[src/hw/strap_pkg.sv]
// constants for the strap capture block: register map, field positions, resets
// assumes a 32-bit AHB-Lite slave with word registers
package strap_pkg;
	localparam logic [7:0]  cfg_addr       = 8'h00; // led mode, reload request
	localparam logic [7:0]  straps_addr    = 8'h04; // raw captured strap levels
	localparam logic [7:0]  port1_addr     = 8'h08; // derived port 1 settings
	localparam logic [7:0]  port2_addr     = 8'h0C; // derived port 2 settings
	localparam int          led_mode_lsb   = 4;
	localparam int          led_mode_w     = 2;
	localparam logic [1:0]  led_mode_rst   = 2'h0;
	localparam int          reload_bit     = 0;
	localparam int          strap_w        = 8;
	// strap vector bit positions
	localparam int          s_p1_dpx       = 0;
	localparam int          s_p2_an        = 1;
	localparam int          s_p2_spd       = 2;
	localparam int          s_p2_dpx       = 3;
	localparam int          s_p2_ffc       = 4;
	localparam int          s_p1_ffc       = 5;
	localparam int          s_p1_spd       = 6;
	localparam int          s_p1_an        = 7;
	// default levels of the internal pulls: 1 = pull-up
	localparam logic [7:0]  strap_pull_dflt = 8'h5F;
	// derived setting word: an, speed100, full duplex, force flow control
	localparam int          f_an           = 0;
	localparam int          f_spd          = 1;
	localparam int          f_dpx          = 2;
	localparam int          f_ffc          = 3;
	localparam int          set_w          = 4;
	localparam logic [1:0]  htrans_nonseq  = 2'h2;
	localparam logic [31:0] zero_word      = 32'h0000_0000;
	typedef enum logic [2:0] {
		st_reset = 3'b001,
		st_hold  = 3'b010,
		st_run   = 3'b100
	} cap_state_t;
endpackage

[src/hw/strap_if.sv]
// carrier between the capture core and its derivation unit
// assumes both sides on ref_clk
`timescale 1ns/10ps
interface strap_if;
	logic [7:0] straps;
	logic [3:0] port1_set;
	logic [3:0] port2_set;
	modport core (output straps, input port1_set, input port2_set);
	modport derive (input straps, output port1_set, output port2_set);
endinterface

[src/hw/strap_derive.sv]
// derivation of per-port link defaults from captured strap levels
// assumes straps are stable registered levels
`timescale 1ns/10ps
module strap_derive
	import strap_pkg::*;
(
	strap_if.derive sif
);
	// port 1 settings word
	assign sif.port1_set[f_an]  = sif.straps[s_p1_an];
	assign sif.port1_set[f_spd] = sif.straps[s_p1_spd];
	assign sif.port1_set[f_dpx] = sif.straps[s_p1_dpx];
	assign sif.port1_set[f_ffc] = sif.straps[s_p1_ffc];
	// port 2 settings word
	assign sif.port2_set[f_an]  = sif.straps[s_p2_an];
	assign sif.port2_set[f_spd] = sif.straps[s_p2_spd];
	assign sif.port2_set[f_dpx] = sif.straps[s_p2_dpx];
	assign sif.port2_set[f_ffc] = sif.straps[s_p2_ffc];
endmodule

[src/hw/port_strap_config_latch.sv]
// strap capture for the two copper ports, AHB-Lite register access
// assumes pad levels synchronous to ref_clk; the internal pull is applied here to pins with strap_driven low
`timescale 1ns/10ps

module port_strap_config_latch
	import strap_pkg::*;
(
	input  wire logic        ref_clk,
	input  wire logic        sys_rst,
	input  wire logic        clk_en,
	// shared strap pins, input side
	input  wire logic        p3_rx_valid_pin_i,
	input  wire logic        p3_rx_bit3_pin_i,
	input  wire logic        p3_rx_bit2_pin_i,
	input  wire logic        p3_rx_bit1_pin_i,
	input  wire logic        p3_rx_bit0_pin_i,
	input  wire logic        serial_out_pin_i,
	input  wire logic        port1_speed_led_pin_i,
	input  wire logic        port1_linkact_led_pin_i,
	input  wire logic [7:0]  strap_driven,
	// port 1 LED indicator sources
	input  wire logic        port1_speed100,
	input  wire logic        port1_full_dpx,
	input  wire logic        port1_link,
	input  wire logic        port1_activity,
	// LED pins, output side; enable low means driving
	output logic             port1_speed_led_pin_o,
	output logic             port1_speed_led_pin_oe_n,
	output logic             port1_linkact_led_pin_o,
	output logic             port1_linkact_led_pin_oe_n,
	// derived settings
	output logic [3:0]       port1_settings,
	output logic [3:0]       port2_settings,
	output logic             straps_valid,
	// AHB-Lite slave
	input  wire logic        hsel,
	input  wire logic [7:0]  haddr,
	input  wire logic [1:0]  htrans,
	input  wire logic        hwrite,
	input  wire logic [2:0]  hsize,
	input  wire logic        hready,
	input  wire logic [31:0] hwdata,
	output logic [31:0]      hrdata,
	output logic             hreadyout,
	output logic             hresp
);
	strap_if sif ();

	cap_state_t        state_q;
	cap_state_t        state_d;
	logic [7:0]        straps_q;
	logic [1:0]        led_mode_q;
	logic [3:0]        p1_set_q;
	logic [3:0]        p2_set_q;
	logic              led_spd_q;
	logic              led_lnk_q;
	logic              wr_pend_q;
	logic              rd_pend_q;
	logic [7:0]        addr_q;
	logic [31:0]       rdata_q;
	logic [7:0]        pin_levels;
	logic [7:0]        resolved;
	logic              ahb_go;
	logic              cfg_wr;
	logic              reload;
	logic              pins_out;
	logic [31:0]       rd_mux;

	// register decoding used only by the read data path
	function automatic logic [31:0] read_word(input logic [7:0] a, input logic [1:0] mode,
		input logic [7:0] s, input logic [3:0] p1, input logic [3:0] p2);
		logic [31:0] w;
		w = zero_word;
		case (a)
			cfg_addr:    w[led_mode_lsb +: led_mode_w] = mode;
			straps_addr: w[strap_w-1:0] = s;
			port1_addr:  w[set_w-1:0] = p1;
			port2_addr:  w[set_w-1:0] = p2;
			default:     w = zero_word;
		endcase
		return w;
	endfunction

	// pin gather; unbacked pins take their internal pull level
	assign pin_levels = {port1_linkact_led_pin_i, port1_speed_led_pin_i, serial_out_pin_i,
		p3_rx_bit0_pin_i, p3_rx_bit1_pin_i, p3_rx_bit2_pin_i, p3_rx_bit3_pin_i,
		p3_rx_valid_pin_i};
	genvar gi;
	generate
		for (gi = 0; gi < strap_w; gi++)
		begin : g_pull
			assign resolved[gi] = strap_driven[gi] ? pin_levels[gi]
				: strap_pull_dflt[gi];
		end
	endgenerate

	// bus decode
	assign ahb_go   = hsel && hready && htrans[1];
	assign cfg_wr   = wr_pend_q && (addr_q == cfg_addr);
	assign reload   = cfg_wr && hwdata[reload_bit];
	assign pins_out = (state_q == st_run);
	assign rd_mux   = read_word(haddr, led_mode_q, straps_q, p1_set_q, p2_set_q);

	// capture sequencing; a reload request re-samples with pins released
	always_comb
	begin
		state_d = state_q;
		case (state_q)
			st_reset: state_d = st_hold;
			st_hold:  state_d = st_run;
			st_run:   state_d = reload ? st_hold : st_run;
			default:  state_d = st_reset;
		endcase
	end

	always_ff @(posedge ref_clk)
	begin
		if (sys_rst)
			state_q <= st_reset;
		else if (clk_en)
			state_q <= state_d;
	end

	// straps follow the pins during reset and in every state but st_run, and freeze in st_run
	always_ff @(posedge ref_clk)
	begin
		if (clk_en && (sys_rst || state_q != st_run))
			straps_q <= resolved;
	end

	assign sif.straps = straps_q;
	strap_derive u_derive (
		.sif (sif.derive)
	);

	// registered settings so outputs come from flops
	always_ff @(posedge ref_clk)
	begin
		if (sys_rst)
		begin
			p1_set_q <= 4'h0;
			p2_set_q <= 4'h0;
		end
		else if (clk_en)
		begin
			p1_set_q <= sif.port1_set;
			p2_set_q <= sif.port2_set;
		end
	end
	assign port1_settings = p1_set_q;
	assign port2_settings = p2_set_q;
	assign straps_valid   = pins_out;

	// LED function selection; the pins stay released while straps are sampled
	always_ff @(posedge ref_clk)
	begin
		if (sys_rst)
		begin
			led_spd_q <= 1'b0;
			led_lnk_q <= 1'b0;
		end
		else if (clk_en)
		begin
			case (led_mode_q)
				2'h0:
				begin
					led_spd_q <= port1_speed100;
					led_lnk_q <= port1_link | port1_activity;
				end
				2'h1:
				begin
					led_spd_q <= port1_link;
					led_lnk_q <= port1_activity;
				end
				2'h2:
				begin
					led_spd_q <= port1_full_dpx;
					led_lnk_q <= port1_link | port1_activity;
				end
				default:
				begin
					led_spd_q <= port1_speed100;
					led_lnk_q <= port1_full_dpx;
				end
			endcase
		end
	end
	assign port1_speed_led_pin_o      = led_spd_q;
	assign port1_linkact_led_pin_o    = led_lnk_q;
	assign port1_speed_led_pin_oe_n   = ~pins_out;
	assign port1_linkact_led_pin_oe_n = ~pins_out;

	// AHB-Lite data phase; zero wait states, always OKAY
	always_ff @(posedge ref_clk)
	begin
		if (sys_rst)
		begin
			wr_pend_q  <= 1'b0;
			rd_pend_q  <= 1'b0;
			addr_q     <= 8'h00;
			rdata_q    <= zero_word;
			led_mode_q <= led_mode_rst;
		end
		else if (clk_en)
		begin
			wr_pend_q <= ahb_go && hwrite;
			rd_pend_q <= ahb_go && !hwrite;
			if (ahb_go)
				addr_q <= haddr;
			if (ahb_go && !hwrite)
				rdata_q <= rd_mux;
			if (cfg_wr)
				led_mode_q <= hwdata[led_mode_lsb +: led_mode_w];
		end
	end
	assign hrdata    = rdata_q;
	assign hreadyout = 1'b1;
	assign hresp     = 1'b0;

	// checks
	property p_hold_after_run;
		@(posedge ref_clk) disable iff (sys_rst)
		(clk_en && state_q == st_run && !reload) ##1 (state_q == st_run) |-> $stable(straps_q);
	endproperty
	a_hold_after_run: assert property (p_hold_after_run) else $error("straps changed in run");

	property p_pins_released_reset;
		@(posedge ref_clk) $fell(sys_rst) |-> port1_speed_led_pin_oe_n && port1_linkact_led_pin_oe_n;
	endproperty
	a_pins_released_reset: assert property (p_pins_released_reset) else $error("led driven at release");

	property p_run_after_release;
		@(posedge ref_clk) disable iff (sys_rst)
		($fell(sys_rst) && clk_en) ##1 clk_en |=> pins_out;
	endproperty
	a_run_after_release: assert property (p_run_after_release) else $error("pins not handed back");

	property p_p1_an;
		@(posedge ref_clk) disable iff (sys_rst)
		clk_en |=> port1_settings[f_an] == $past(straps_q[s_p1_an]);
	endproperty
	a_p1_an: assert property (p_p1_an) else $error("port1 autoneg mismatch");

	property p_p1_dpx;
		@(posedge ref_clk) disable iff (sys_rst)
		clk_en |=> port1_settings[f_dpx] == $past(straps_q[s_p1_dpx]);
	endproperty
	a_p1_dpx: assert property (p_p1_dpx) else $error("port1 duplex mismatch");

	property p_p1_spd_ffc;
		@(posedge ref_clk) disable iff (sys_rst)
		clk_en |=> port1_settings[f_spd] == $past(straps_q[s_p1_spd])
			&& port1_settings[f_ffc] == $past(straps_q[s_p1_ffc]);
	endproperty
	a_p1_spd_ffc: assert property (p_p1_spd_ffc) else $error("port1 speed or flow mismatch");

	property p_p2_an_spd;
		@(posedge ref_clk) disable iff (sys_rst)
		clk_en |=> port2_settings[f_an] == $past(straps_q[s_p2_an])
			&& port2_settings[f_spd] == $past(straps_q[s_p2_spd]);
	endproperty
	a_p2_an_spd: assert property (p_p2_an_spd) else $error("port2 an or speed mismatch");

	property p_p2_dpx_ffc;
		@(posedge ref_clk) disable iff (sys_rst)
		clk_en |=> port2_settings[f_dpx] == $past(straps_q[s_p2_dpx])
			&& port2_settings[f_ffc] == $past(straps_q[s_p2_ffc]);
	endproperty
	a_p2_dpx_ffc: assert property (p_p2_dpx_ffc) else $error("port2 duplex or flow mismatch");

	property p_pull_default;
		@(posedge ref_clk) (sys_rst && clk_en && !strap_driven[s_p1_an])
			|=> straps_q[s_p1_an] == strap_pull_dflt[s_p1_an];
	endproperty
	a_pull_default: assert property (p_pull_default) else $error("pull default lost");

	// a reload hands the pins back after exactly one capture cycle
	property p_reload_window;
		@(posedge ref_clk) disable iff (sys_rst)
		(clk_en && reload && state_q == st_run) ##1 clk_en |-> !pins_out ##1 pins_out;
	endproperty
	a_reload_window: assert property (p_reload_window) else $error("reload window wrong");

	// straps track the resolved pins on every enabled edge outside run
	property p_capture_follows;
		@(posedge ref_clk) (clk_en && (sys_rst || state_q != st_run))
			|=> straps_q == $past(resolved);
	endproperty
	a_capture_follows: assert property (p_capture_follows) else $error("straps not sampled");

	c_reload: cover property (@(posedge ref_clk) disable iff (sys_rst) reload);
	c_led_write: cover property (@(posedge ref_clk) disable iff (sys_rst) cfg_wr);
	c_read: cover property (@(posedge ref_clk) disable iff (sys_rst) rd_pend_q);
	c_release: cover property (@(posedge ref_clk) disable iff (sys_rst) $rose(pins_out));
endmodule

[config.mk]
export PLATFORM = sky130hd
export DESIGN_NAME = port_strap_config_latch
export DESIGN_NICKNAME = d
export VERILOG_FILES = /design/src/hw/strap_pkg.sv /design/src/hw/strap_if.sv /design/src/hw/strap_derive.sv /design/src/hw/port_strap_config_latch.sv
export SDC_FILE = /design/constraint.sdc
export NUM_CORES = 1
export LEC_CHECK = 0
export ABC_AREA = 1
export ABC_CLOCK_PERIOD_IN_PS = 1450
export BUFFER_PORTS_ARGS = -buffer_cell sky130_fd_sc_hd__buf_2
export CAP_MARGIN = 20
export CORE_MARGIN = 2
export CORE_UTILIZATION = 45
export CTS_BUF_LIST = sky130_fd_sc_hd__clkbuf_4
export CTS_CLUSTER_DIAMETER = 200
export DETAILED_ROUTE_END_ITERATION = 6
export PLACE_DENSITY = 0.82
export SLEW_MARGIN = 20
export SYNTH_ARGS = -nofsm -noshare
export SYNTH_HDL_FRONTEND = slang
export SYNTH_SLANG_ARGS = --single-unit
[constraint.sdc]
create_clock -name ref_clk -period 1.45 [get_ports ref_clk]
set_clock_uncertainty 0.1 [all_clocks]
set_input_delay 0.0725 -clock ref_clk [delete_from_list [all_inputs] [get_ports ref_clk]]
set_output_delay 0.0725 -clock ref_clk [all_outputs]
set_load 0.05 [all_outputs]
Word level (Yosys, flattened, before mapping)
Index checks and enable logic that the tools add are counted.
W data, S select, Z words.
{ "op_classes": {"n_reduce_logical": 16, "n_mux": 7, "bitwise": 2, "div_mod_pow": 0, "n_eq_ne": 9, "addsub": 0, "multipliers": 0, "magnitude_cmp": 0, "shift": 0} }
{ "op_table": {"columns": ["cell", "n"], "rows": [
  ["$eq A8 B4 Y1 const B", 2],
  ["$logic_not A8 Y1", 2],
  ["$pmux W4 S3", 1],
  ["$pmux W3 S3", 1],
  ["$eq A8 B3 Y1 const B", 1],
  ["$logic_and A1 B1 Y1", 7],
  ["$reduce_and A2 Y1", 3],
  ["$pmux W1 S2", 2],
  ["$pmux W2 S2", 1],
  ["$eq A3 B1 Y1 const B", 1],
  ["$eq A3 B2 Y1 const B", 1],
  ["$eq A3 B3 Y1 const B", 1],
  ["$mux W3", 1],
  ["$ne A3 B3 Y1 const B", 1],
  ["$eq A2 B1 Y1 const B", 1],
  ["$eq A2 B2 Y1 const B", 1],
  ["$logic_not A2 Y1", 1],
  ["$mux W2", 1],
  ["$reduce_or A2 Y1", 1],
  ["$logic_not A1 Y1", 1],
  ["$logic_or A1 B1 Y1", 1],
  ["$not A1 Y1", 1],
  ["$or A1 B1 Y1", 1]
]} }
{ "word_totals": {"in_bits": 71, "rom_bits": 0, "mem_count": 0, "latchBits": 0, "register_bits": 40, "ram_bits": 0} }

Logic depth before layout (Yosys ltp)
Gate-level depths: netlist of the first run.
{ "depth": {"depth_word": 5, "depth_mapped": 9, "ltp_nobuf": 8} }

By module
A second synthesis of the first run with hierarchy kept.
{ "unflattened": {"hier_cells": 280, "area_unflattened_um2": 2082.0} }
{ "modules_own_cells": {"columns": ["mod", "seq_area_each_um2", "instances", "cells_per_inst", "area_per_inst_um2"], "rows": [
  ["port_strap_config_latch", 880.8, 1, 272, 2021.9],
  ["strap_derive", 0.0, 1, 8, 60.1]
]} }

Least setup slack after synthesis of the first run
OpenSTA, ideal clock, no wires.
{ "synth_path": {"path_type": "register -> register", "startpoint": "reg state_q[0]", "endpoint": "reg straps_q[0], in the netlist sif.straps[0], enable pin", "arrival_time_ns": 1.317, "n_path_buf": 0, "period_less_slack_ns": 1.696, "required_ns": 1.072, "path_slack_ns": -0.246, "stages_incl_launch_ff": 5, "setup_ns": 0.278, "path_cell_list": "dfxtp_1 inv_1 nand3_1 o21ai_0 inv_1"} }
{ "synth_between": {"elab_chain_len": 3} }
{ "synth_lines": {"columns": ["item", "line_no", "text"], "rows": [
  ["start: declaration", "port_strap_config_latch.sv:49", "cap_state_t state_q;"],
  ["start signal: assignment", "port_strap_config_latch.sv:119", "state_q <= st_reset;"],
  ["start signal: assignment", "port_strap_config_latch.sv:121", "state_q <= state_d;"],
  ["$ne A3 B3 Y1", "port_strap_config_latch.sv:127", "if (clk_en && (sys_rst || state_q != st_run))"],
  ["$logic_or A1 B1 Y1", "port_strap_config_latch.sv:127", null],
  ["$logic_and A1 B1 Y1", "port_strap_config_latch.sv:127", null],
  ["end signal: assignment", "port_strap_config_latch.sv:128", "straps_q <= resolved;"],
  ["end: declaration", "port_strap_config_latch.sv:51", "logic [7:0] straps_q;"]
]} }
No other way between the ends.
A chain may end at the register's enable or synchronous reset.

Worst setup path after layout of the first run
{ "layout_path": {"startpoint": "in sys_rst", "endpoint": "reg wr_pend_q"} }
{ "layout_lines": {"columns": ["item", "line_no", "text"], "rows": [
  ["start: declaration", "port_strap_config_latch.sv:9", "input wire logic sys_rst,"],
  ["end signal: assignment", "port_strap_config_latch.sv:206", "wr_pend_q <= ahb_go && hwrite;"],
  ["end: declaration", "port_strap_config_latch.sv:57", "logic wr_pend_q;"]
]} }
No word-level cell between the ends.

==> reports/metrics.csv, run 1 <==
stage,metric,value,unit
cells_and_area,drive_above_1_share,24.46,%
clocking,htreeDepth,2,
logic_synthesis,synthDistinctLibCells,23,
global_route,grt_pass1_vias,1843,
logic_synthesis,synthCells,272,
floorplan,start_util,46.44,%
place,place_hpwl,3266,µm
clocking,clk_latency,0.35,ns
place,place_congestion,0.8780,
sta,layout_setup_ws,0.01014,ns
power_and_ir_drop,power_switching,0.0007410,W
logic_synthesis,syn_avg_cell_area,7.434,µm²
place,dpl_worst_slack,0.1177,ns
clocking,cts_setup_buffers,0,
clocking,cts.sinks,40,
logic_synthesis,synthesis.area,2022,µm²
clocking,path_clk_slew,0.11,ns
power_and_ir_drop,leakage,1.330,nW
floorplan,die-area,5045,µm²
sta,setup_viol,0,
power_and_ir_drop,p_comb_share,22.8,%
routing,drt-initial-drc-count,87,
floorplan,io_pins,118,
global_route,grt-ovfl-total,0,
setup_path,regToRegSetupSlack,0.10,ns
logic_synthesis,seq_area_frac_synth,43.56,%
routing,drc,0,
clocking,cts_buffer_depth,2,
setup_path,end_kind,flip-flop,
power_and_ir_drop,p_seq_share,52.5,%
sta,hold_viol,0,
routing,wl,4835,µm
routing,vias,1971,
routing,first_pass_iters,5,
setup_path,arrival,1.58,ns
run,cap_violations,0,
power_and_ir_drop,ir_worst_vdd,689.3,µV
clocking,cts_tree,built,
sta,fmax,0.6945,GHz
cells_and_area,seq_area,882.1,µm²
power_and_ir_drop,p_clk_share,24.7,%
routing,antenna_left,0,
outcome,status,"finished, final reports clean",
sta,rsz0062_at_grt,yes,
place,dp_cells,379,
sta,finalCritPeriodShare,99.30,%
cells_and_area,multi_input_area,899.6,µm²
place,placedInstanceArea,2290,µm²
logic_synthesis,ys_warn_count,0,
min_path,min_path_type,in -> reg,
cells_and_area,diodes,0,
cells_and_area,syn2layout_area_growth,34.96,%
clocking,cts_made_buffers,5,
setup_path,start_kind,primary input,
cells_and_area,fin_nets,442,
setup_path,rr_startpoint,led_mode_q[0]$_SDFFE_PP0P_,
floorplan,die_x,71.03,µm
cells_and_area,final_area,2729,µm²
global_route,grt_max_degree,24,
global_route,grt_first_pass_wirelength,7555,µm
place,io_buffers,58,
floorplan,row_count,24,
routing,wl_per_cell,11.51,µm
routing,viasPerCell,4.693,
setup_path,crit_required,1.59,ns
floorplan,fp.dieH,71.03,µm
clocking,clockRootBuffer,clkbuf_4,
setup_path,path_max_fanout,8,
min_path,holdCritStartpoint,port1_link,
setup_path,path_class,in -> reg,
power_and_ir_drop,switching_share,32.12,%
logic_synthesis,synth-seq-cells,40,
global_route,antenna_found_initial,0,
global_route,track_usage,18.99,%
cells_and_area,fillers,348,
floorplan,core-area,4354,µm²
setup_path,crit_start,sys_rst,
sta,drv_slew,0,
cells_and_area,layout.cells.non_filler,420,
power_and_ir_drop,power.internal,0.001566,W
power_and_ir_drop,power_per_cell_area,845.5,nW/µm²
sta,period_needed,1.440,ns
-- what timing repair did --
action | in CTS | in global routing
hold buffers | 33 | 0
setup endpoints to repair | 1 | 18
hold endpoints to repair | 23 | 0
pin swaps | 0 | 3
gates resized for setup | 1 | 15
-- registers in the layout, indices dropped and copies added (netlist names) --
name                     cells
sif.straps                   8
addr_q                       8
led_mode_q                   2
port1_settings               4
port2_settings               4
port1_linkact_led_pin_o      1
state_q                      3
port1_speed_led_pin_o        1
hrdata                       8
wr_pend_q                    1
-- stage by stage --
stage / util [%] / setup TNS [ns] / power (W) / hold WS, ns
after global placement: 52.59 / 0 / 0.001671 / 0.1982
after detailed placement: 52.59 / 0 / 0.001679 / 0.2045
after CTS: 61.52 / 0 / 0.002297 / 0.02601
after global routing: 62.67 / -0.01341 / 0.002400 / 0.05664
final: 62.67 / 0 / 0.002307 / 0.02577
after floorplan: - / 0 / 0.001619 / 0.1074
-- routing by layer --
layer | part of all wire, % | vias up | routed length, µm | global-route usage [%]
met4 | 2.8 | 0 | 136 | 10.06
met2 | 50 | 92 | 2409 | 34.58
li1 | - | 1005 | - | -
met3 | 8.5 | 16 | 410 | 4.274
met5 | 0 | - | 0 | 0
met1 | 39 | 858 | 1879 | 20.31
-- layout make-up --
cell class | instances | area share (%)
multi-input cells | 187 | 32.97
flip-flops and latches | 40 | 32.32
repair buffers | 99 | 25.45
inverters | 34 | 4.814
well taps | 52 | 2.384
clock buffers | 7 | 1.926
clock inverters | 1 | 0.1376
-- power groups by stage --
stage          Sequential [W]  Clock (W)  Combinational, W
5_1_grt               0.00122   0.000618          0.000565
3_5_place_dp          0.00124          0          0.000442
6_report              0.00121   0.000569          0.000526
2_1_floorplan         0.00130          0          0.000321
4_1_cts               0.00121   0.000576          0.000509
3_3_place_gp          0.00124          0          0.000433
-- worst paths after layout --
| kind | endpoint | depth (start not counted) |
|---|---|---|
| hold / removal | port1_speed_led_pin_o$_SDFFE_PP0P_ | 5 |
| setup / recovery | wr_pend_q$_SDFFE_PP0P_ | 5 |
| setup reg to reg | port1_linkact_led_pin_o$_SDFFE_PP0P_ | 6 |
| hold reg to reg | hrdata[7]$_SDFFE_PP0P_ | 2 |
-- layout by cell type, fill, tap and decap left out, types with 8 or more instances in the layout --
master,count
a21oi_1,20
buf_2,57
conb_1,26
dfxtp_1,31
dlygate4sd3_1,33
edfxtp_1,8
inv_1,32
nand2_1,40
nand3_1,27
nor2_1,27
o21ai_0,24
-- kinds of logic (layout without fill, tap and decap cells) --
group                    after synthesis  after routing  synth area share, %
AND/OR/NAND/NOR                      111            111                23.70
other                                  2             26               0.3714
adder cells (fa/ha/maj)                4              4                2.475
flip-flops                            40             40                43.56
buffers and inverters                 69            141                18.32
AO/OA/AOI/OAI                         46             46                11.57
-- cells in the mapped netlist --
master,n,area [µm²]
nor2_1,31,116.4
nand2_2,1,6.260
nor3_1,2,10.01
and2_1,1,6.260
ha_1,4,50.05
nand3_1,29,145.1
o21ai_0,24,120.1
nor2_4,1,11.26
buf_4,27,202.7
conb_1,2,7.510
dfxtp_1,32,640.6
a21oi_1,21,105.1
nor3b_1,1,7.510
buf_6,1,11.26
edfxtp_1,8,240.2
inv_1,33,123.9
o221ai_1,1,8.760
buf_2,2,10.01
nor2b_1,1,6.260
nand2_1,42,157.7
nor2_2,2,12.51
clkbuf_1,5,18.77
inv_2,1,3.750
-- worst max-delay path, cell delays in order --
cell and delay, ns:
dlygate4sd3_1 0.52, buf_2 0.19, buf_4 0.20, a21oi_1 0.05, dlygate4sd3_1 0.55
No activity file was read; power rests on OpenSTA's default activity.
==> run 2: changes to the inputs <==
==> constraint.sdc (replaced) <==
create_clock -name ref_clk -period 1.45 [get_ports ref_clk]
set_clock_uncertainty 0.1 [all_clocks]
set_input_delay 0.29 -clock ref_clk [delete_from_list [all_inputs] [get_ports ref_clk]]
set_output_delay 0.29 -clock ref_clk [all_outputs]
set_load 0.05 [all_outputs]
==> run 2 against run 1 <==
  * Critical path depth decreased by 1
  * Core utilization decreased by 5.0 points
  * Sequential power barely moved
  * Register-to-register slack better by 0.02 ns
  * Largest cell class unchanged
  * Critical path type is now reg -> out
  * The run now ends with negative setup slack left
==> reports/metrics.csv, run 2 (synthesized netlist as in run 1, its figures left out) <==
stage,metric,value,unit,change
power_and_ir_drop,p_seq_share,49.8,%,-2.7 points
setup_path,crit_required,1.06,ns,-0.53 ns
cells_and_area,fin_nets,418,,-5.4%
clocking,htreeDepth,2,,unchanged
run,cap_violations,0,,unchanged
clocking,path_clk_slew,0.12,ns,about the same
global_route,antenna_found_initial,0,,unchanged
sta,layout_setup_ws,-0.02749,ns,-0.03763 ns
global_route,track_usage,18.55,%,-0.44 points
floorplan,die-area,5045,µm²,unchanged
power_and_ir_drop,switching_share,30.70,%,-1.4 points
routing,first_pass_iters,4,,-1
cells_and_area,syn2layout_area_growth,24.13,%,
routing,wl,4526,µm,-6.4%
place,io_buffers,58,,unchanged
setup_path,endpoint,straps_valid,,
setup_path,start_kind,flip-flop,,
power_and_ir_drop,p_comb_share,19.9,%,-2.9 points
routing,antenna_left,0,,unchanged
setup_path,path_class,reg -> out,,
global_route,grt_first_pass_wirelength,7314,µm,-3.2%
outcome,violations,negative setup slack,,
setup_path,end_kind,primary output,,
routing,drt-initial-drc-count,121,,+39%
sta,drv_slew,0,,unchanged
global_route,grt-ovfl-total,0,,unchanged
power_and_ir_drop,power_switching,0.0007503,W,+1.3%
sta,fmax,0.6768,GHz,-2.5%
place,dp_cells,383,,+1.1%
global_route,grt_max_degree,19,,-21%
setup_path,regToRegSetupSlack,0.12,ns,+0.02 ns
routing,vias,1869,,-5.2%
setup_path,path_max_fanout,4,,-4
setup_path,rr_startpoint,addr_q[5]$_SDFFE_PP0P_,,
setup_path,rr_worst_depth,7,,+1
floorplan,io_pins,118,,unchanged
min_path,min_path_type,in -> reg,,
floorplan,start_util,46.44,%,unchanged
power_and_ir_drop,leakage,1.256,nW,-5.5%
cells_and_area,diodes,0,,unchanged
clocking,clk_latency,0.35,ns,about the same
floorplan,core-area,4354,µm²,unchanged
cells_and_area,layout_commonest_cell,buf_2,,
clocking,cts_buffer_depth,2,,unchanged
outcome,status,"complete, but fails checks",,
clocking,cts.sinks,40,,unchanged
routing,viasPerCell,4.720,,+0.57%
cells_and_area,drive_above_1_share,29.36,%,+4.9 points
setup_path,regToRegEndpoint,led_mode_q[0]$_SDFFE_PP0P_,,
floorplan,die_x,71.03,µm,unchanged
sta,hold_viol,0,,unchanged
clocking,cts_made_buffers,5,,unchanged
power_and_ir_drop,power.internal,0.001694,W,+8.1%
place,place_hpwl,3456,µm,+5.8%
power_and_ir_drop,power_per_cell_area,973.7,nW/µm²,+15%
setup_path,arrival,1.09,ns,-0.49 ns
routing,wl_per_cell,11.43,µm,-0.72%
setup_path,crit_start,state_q[1]$_SDFFE_PP0P_,,
power_and_ir_drop,ir_worst_vdd,501.5,µV,-27%
global_route,grt_pass1_vias,1722,,-6.6%
cells_and_area,layout_common_cells,"buf_2 (50), nand2_1 (42), inv_1 (29), dfxtp_1 (29), nor2_1 (28)",,
floorplan,fp.dieH,71.03,µm,unchanged
clocking,cts_tree,built,,
power_and_ir_drop,p_clk_share,30.2,%,+5.5 points
clocking,clockRootBuffer,clkbuf_4,,
sta,period_needed,1.477,ns,+0.03763 ns
sta,finalCritPeriodShare,101.9,%,+2.6 points
cells_and_area,layout.cells.non_filler,396,,-5.7%
place,place_congestion,0.8415,,-4.2%
routing,drc,0,,unchanged
sta,setup_viol,3,,+3
sta,rsz0062_at_grt,yes,,
cells_and_area,final_util,57.64,%,-5.0 points
cells_and_area,fillers,398,,+14%
floorplan,row_count,24,,unchanged
run 2: stage by stage:
stage / setup slack, ns / hold slack [ns] / area, µm² / total power [W] / setup TNS (ns)
2_1_floorplan: 0.1237 / 0.3249 / 2128 / 0.001622 / 0
3_3_place_gp: 0.05926 / 0.3475 / 2344 / 0.001684 / 0
3_5_place_dp: 0.03948 / 0.3558 / 2344 / 0.001696 / 0
4_1_cts: -0.02881 / 0.05090 / 2472 / 0.002453 / -0.03830
5_1_grt: -0.09166 / 0.05844 / 2510 / 0.002564 / -0.2355
6_report: -0.02749 / 0.07124 / 2510 / 0.002444 / -0.04417
run 2: worst min-delay path by stage:
stage                            from                                 end  slack, ns  cells past startpoint
6_report                    hwdata[4]          led_mode_q[0]$_SDFFE_PP0P_       0.07                      3
5_1_grt                        clk_en  port1_speed_led_pin_o$_SDFFE_PP0P_       0.06                      2
4_1_cts                     hwdata[4]          led_mode_q[0]$_SDFFE_PP0P_       0.05                      3
3_5_place_dp   hrdata[3]$_SDFFE_PP0P_              hrdata[3]$_SDFFE_PP0P_       0.36                      2
3_3_place_gp   wr_pend_q$_SDFFE_PP0P_              wr_pend_q$_SDFFE_PP0P_       0.35                      2
2_1_floorplan               hwdata[5]          led_mode_q[1]$_SDFFE_PP0P_       0.32                      2
run 2: worst max-delay path: stages (launching register included):
cell	delay [ns]
dfxtp_2	0.36
inv_2	0.05
nand3_4	0.08
clkinvlp_4	0.09
buf_8	0.15
run 2: area by class of cell:
class                      instances  area, µm²  area share [%]
tap                               52      65.06           2.592
inverter                          34      131.4           5.234
sequential                        40      884.6           35.24
timing repair buffer              75      457.9           18.25
clock buffer                       6      45.04           1.795
clock inverter                     2      35.03           1.396
multi-input combinational        187      890.9           35.49
run 2: power groups by stage:
| stage | Combinational [W] | Sequential [W] | Clock [W] |
|---|---|---|---|
| finish | 0.000487 | 0.00122 | 0.000739 |
| detailed placement | 0.000457 | 0.00124 | 0 |
| floorplan | 0.000323 | 0.00130 | 0 |
| CTS | 0.000473 | 0.00122 | 0.000764 |
| global route | 0.000523 | 0.00122 | 0.000818 |
| global placement | 0.000446 | 0.00124 | 0 |
run 2: layer usage:
layer,global-route usage [%],part of all wire (%),vias up
met5,0,0,-
met4,7.966,1.8,0
met3,4.986,6.3,8
met2,31.88,49,67
met1,21.76,43,830
li1,-,-,964
run 2: timing repair:
item                                    in CTS  in global routing
gates resized for setup                     10                 12
gates cloned                                 0                  0
hold buffers                                 0                  0
pin swaps                                    1                  1
buffers inserted                             4                  1
endpoints found under the setup margin       3                 18
==> run 3: changes to the inputs <==
ABC_CLOCK_PERIOD_IN_PS = 1300   (was 1450)
BUFFER_PORTS_ARGS = not set   (was -buffer_cell sky130_fd_sc_hd__buf_2)
CORE_UTILIZATION = 59   (was 45)
DONT_BUFFER_PORTS = 1   (was not set)
PLACE_DENSITY = 0.78   (was 0.82)
TNS_END_PERCENT = 50   (was not set)
clock period = 1.3 ns   (was 1.45 ns; I/O delays follow)
==> run 3 against run 2 <==
  * The run still ends with negative setup slack left
  * First-iteration DRC count grew 18%
  * Hold slack lost 0.045 ns
  * Design area grew 12%
  * Die area shrank 22%
  * Count of clock-buffer cells in the layout shrank 1
  * Critical path type unchanged
  * Highest routed layer unchanged
==> reports/metrics.csv, run 3 (synthesized netlist as in run 1, its figures left out) <==
stage,metric,value,unit,change
outcome,status,"complete, but fails checks",,
outcome,violations,negative setup slack,,
sta,layout_setup_ws,-0.1438,ns,-0.1163 ns
cells_and_area,syn2layout_area_growth,38.74,%,
global_route,grt-ovfl-total,0,,unchanged
place,place_hpwl,3075,µm,-11%
power_and_ir_drop,leakage,1.271,nW,+1.2%
setup_path,cp_cell_sequence,inv_2 -> nand3_4 -> clkinvlp_4,,
place,place_congestion,0.7736,,-8.1%
cells_and_area,fillers,209,,-47%
clocking,clk_latency,0.35,ns,about the same
cells_and_area,multi_input_area,953.4,µm²,+7.0%
setup_path,arrival,1.08,ns,about the same
sta,drv_slew,0,,unchanged
setup_path,path_max_fanout,3,,-1
floorplan,die_x,62.54,µm,-12%
global_route,grt_pass1_vias,1783,,+3.5%
sta,hold_viol,0,,unchanged
global_route,grt_first_pass_wirelength,8004,µm,+9.4%
setup_path,max_stage_delay,0.36,ns,about the same
cells_and_area,drive_above_1_share,25.00,%,-4.4 points
sta,setup_viol,11,,+8
cells_and_area,layout_commonest_cell,nand2_1,,
power_and_ir_drop,ir_worst_vdd,1054,µV,+110%
setup_path,end_kind,primary output,,
routing,drt-initial-drc-count,143,,+18%
clocking,cts.sinks,40,,unchanged
global_route,track_usage,25.89,%,+7.3 points
floorplan,row_count,21,,-13%
floorplan,io_pins,118,,unchanged
sta,fmax,0.6926,GHz,
routing,viasPerCell,5.052,,+7.0%
setup_path,path_class,reg -> out,,
routing,vias,1930,,+3.3%
min_path,min_path_type,in -> reg,,
clocking,htreeDepth,2,,unchanged
setup_path,cp_slowest_cell,dfxtp_2,,
setup_path,rr_startpoint,state_q[1]$_SDFFE_PP0P_,,
clocking,path_clk_slew,0.12,ns,about the same
setup_path,regToRegSetupSlack,-0.04,ns,-0.16 ns
cells_and_area,diodes,0,,unchanged
run,cap_violations,0,,unchanged
power_and_ir_drop,power_per_cell_area,1122,nW/µm²,+15%
sta,period_needed,1.444,ns,
setup_path,regToRegEndpoint,sif.straps[1]$_SDFFCE_PN1P_,,
floorplan,fp.dieH,62.54,µm,-12%
clocking,clockRootBuffer,clkbuf_4,,
setup_path,endpoint,straps_valid,,
floorplan,die-area,3911,µm²,-22%
setup_path,start_kind,flip-flop,,
routing,drc,0,,unchanged
power_and_ir_drop,power,0.003147,W,+29%
clocking,cts_made_buffers,5,,unchanged
place,io_buffers,0,,-100%
sta,finalCritPeriodShare,111.1,%,
cells_and_area,layout_common_cells,"nand2_1 (42), dlygate4sd3_1 (28), nand3_1 (27)",,
setup_path,crit_start,state_q[0]$_SDFFE_PP1P_,,
cells_and_area,fin_nets,410,,-1.9%
global_route,antenna_found_initial,0,,unchanged
routing,wl,5135,µm,+13%
routing,wl_per_cell,13.44,µm,+18%
sta,rsz0062_at_grt,yes,,
routing,first_pass_iters,5,,+1
cells_and_area,seq_area,895.9,µm²,+1.3%
global_route,grt_max_degree,18,,-1
floorplan,core-area,3311,µm²,-24%
setup_path,crit_required,0.94,ns,-0.12 ns
floorplan,start_util,61.07,%,+15 points
clocking,cts_tree,built,,
setup_path,rr_worst_depth,6,,-1
clocking,cts_buffer_depth,2,,unchanged
routing,antenna_left,0,,unchanged
sta,setup_tns,-0.6720,ns,-0.6279 ns
place,dpl_worst_slack,-0.03661,ns,-0.07609 ns
-- run 3: cell count changes in the layout (fill, tap and decap cells not counted), sizes merged --
cell,change
buf,-31
dlygate4sd3,+28
clkbuf,-6
bufinv,+2
clkinv,-1
-- run 3: layout make-up --
type | instances | area share (%)
clock buffers | 5 | 1.338
flip-flops and latches | 40 | 31.94
well taps | 46 | 2.052
clock inverters | 3 | 3.211
inverters | 34 | 4.862
multi-input cells | 187 | 33.99
repair buffers | 67 | 22.61
-- run 3: per-layer routing --
layer	GRT usage, %	share of wire [%]	vias up
met3	6.486	7.6	19
li1	-	-	943
met4	8.333	2.6	0
met5	0	0	-
met1	30.52	38	884
met2	45.97	52	84
-- run 3: metrics by stage --
stage / hold slack (ns) / instance area [µm²] / std cells / util [%]
CTS: 0.01001 / 2661 / 378 / 80.39
finish: 0.02659 / 2805 / 382 / 84.73
global placement: 0.2317 / 2196 / 339 / 66.33
detailed placement: 0.2333 / 2196 / 339 / 66.33
global route: 0.02094 / 2805 / 382 / 84.73
floorplan: 0.2949 / 2128 / 296 / -
-- run 3: report_power, final --
group,switching [W],internal [W]
clock,0.000422,0.000792
combinational,0.000398,0.000175
sequential,0.0000378,0.00132
-- run 3: timing repair --
item / in CTS / in global routing
resized for setup: 15 / 36
hold buffers: 28 / 0
setup buffers: 3 / 4
setup endpoints to repair: 7 / 27
endpoints found under the hold margin: 37 / 0
pin swaps: 1 / 8
-- run 3: worst max-delay path: cells and delay by family, from the launching register on --
kind | cells | cell delay [ns]
flip-flops | 1 | 0.36
buffers and inverters | 2 | 0.29
AND/OR/NAND/NOR | 1 | 0.09
-- run 3: how the worst min path moves through the flow --
stage,from,end,slack (ns),cells past startpoint
3_3_place_gp,sys_rst,port1_linkact_led_pin_o$_SDFFE_PP0P_,0.23,1
2_1_floorplan,hwdata[5],led_mode_q[1]$_SDFFE_PP0P_,0.29,2
3_5_place_dp,sys_rst,port1_linkact_led_pin_o$_SDFFE_PP0P_,0.23,1
6_report,clk_en,port1_linkact_led_pin_o$_SDFFE_PP0P_,0.03,3
4_1_cts,hwdata[0],state_q[1]$_SDFFE_PP0P_,0.01,4
5_1_grt,clk_en,port1_speed_led_pin_o$_SDFFE_PP0P_,0.02,2
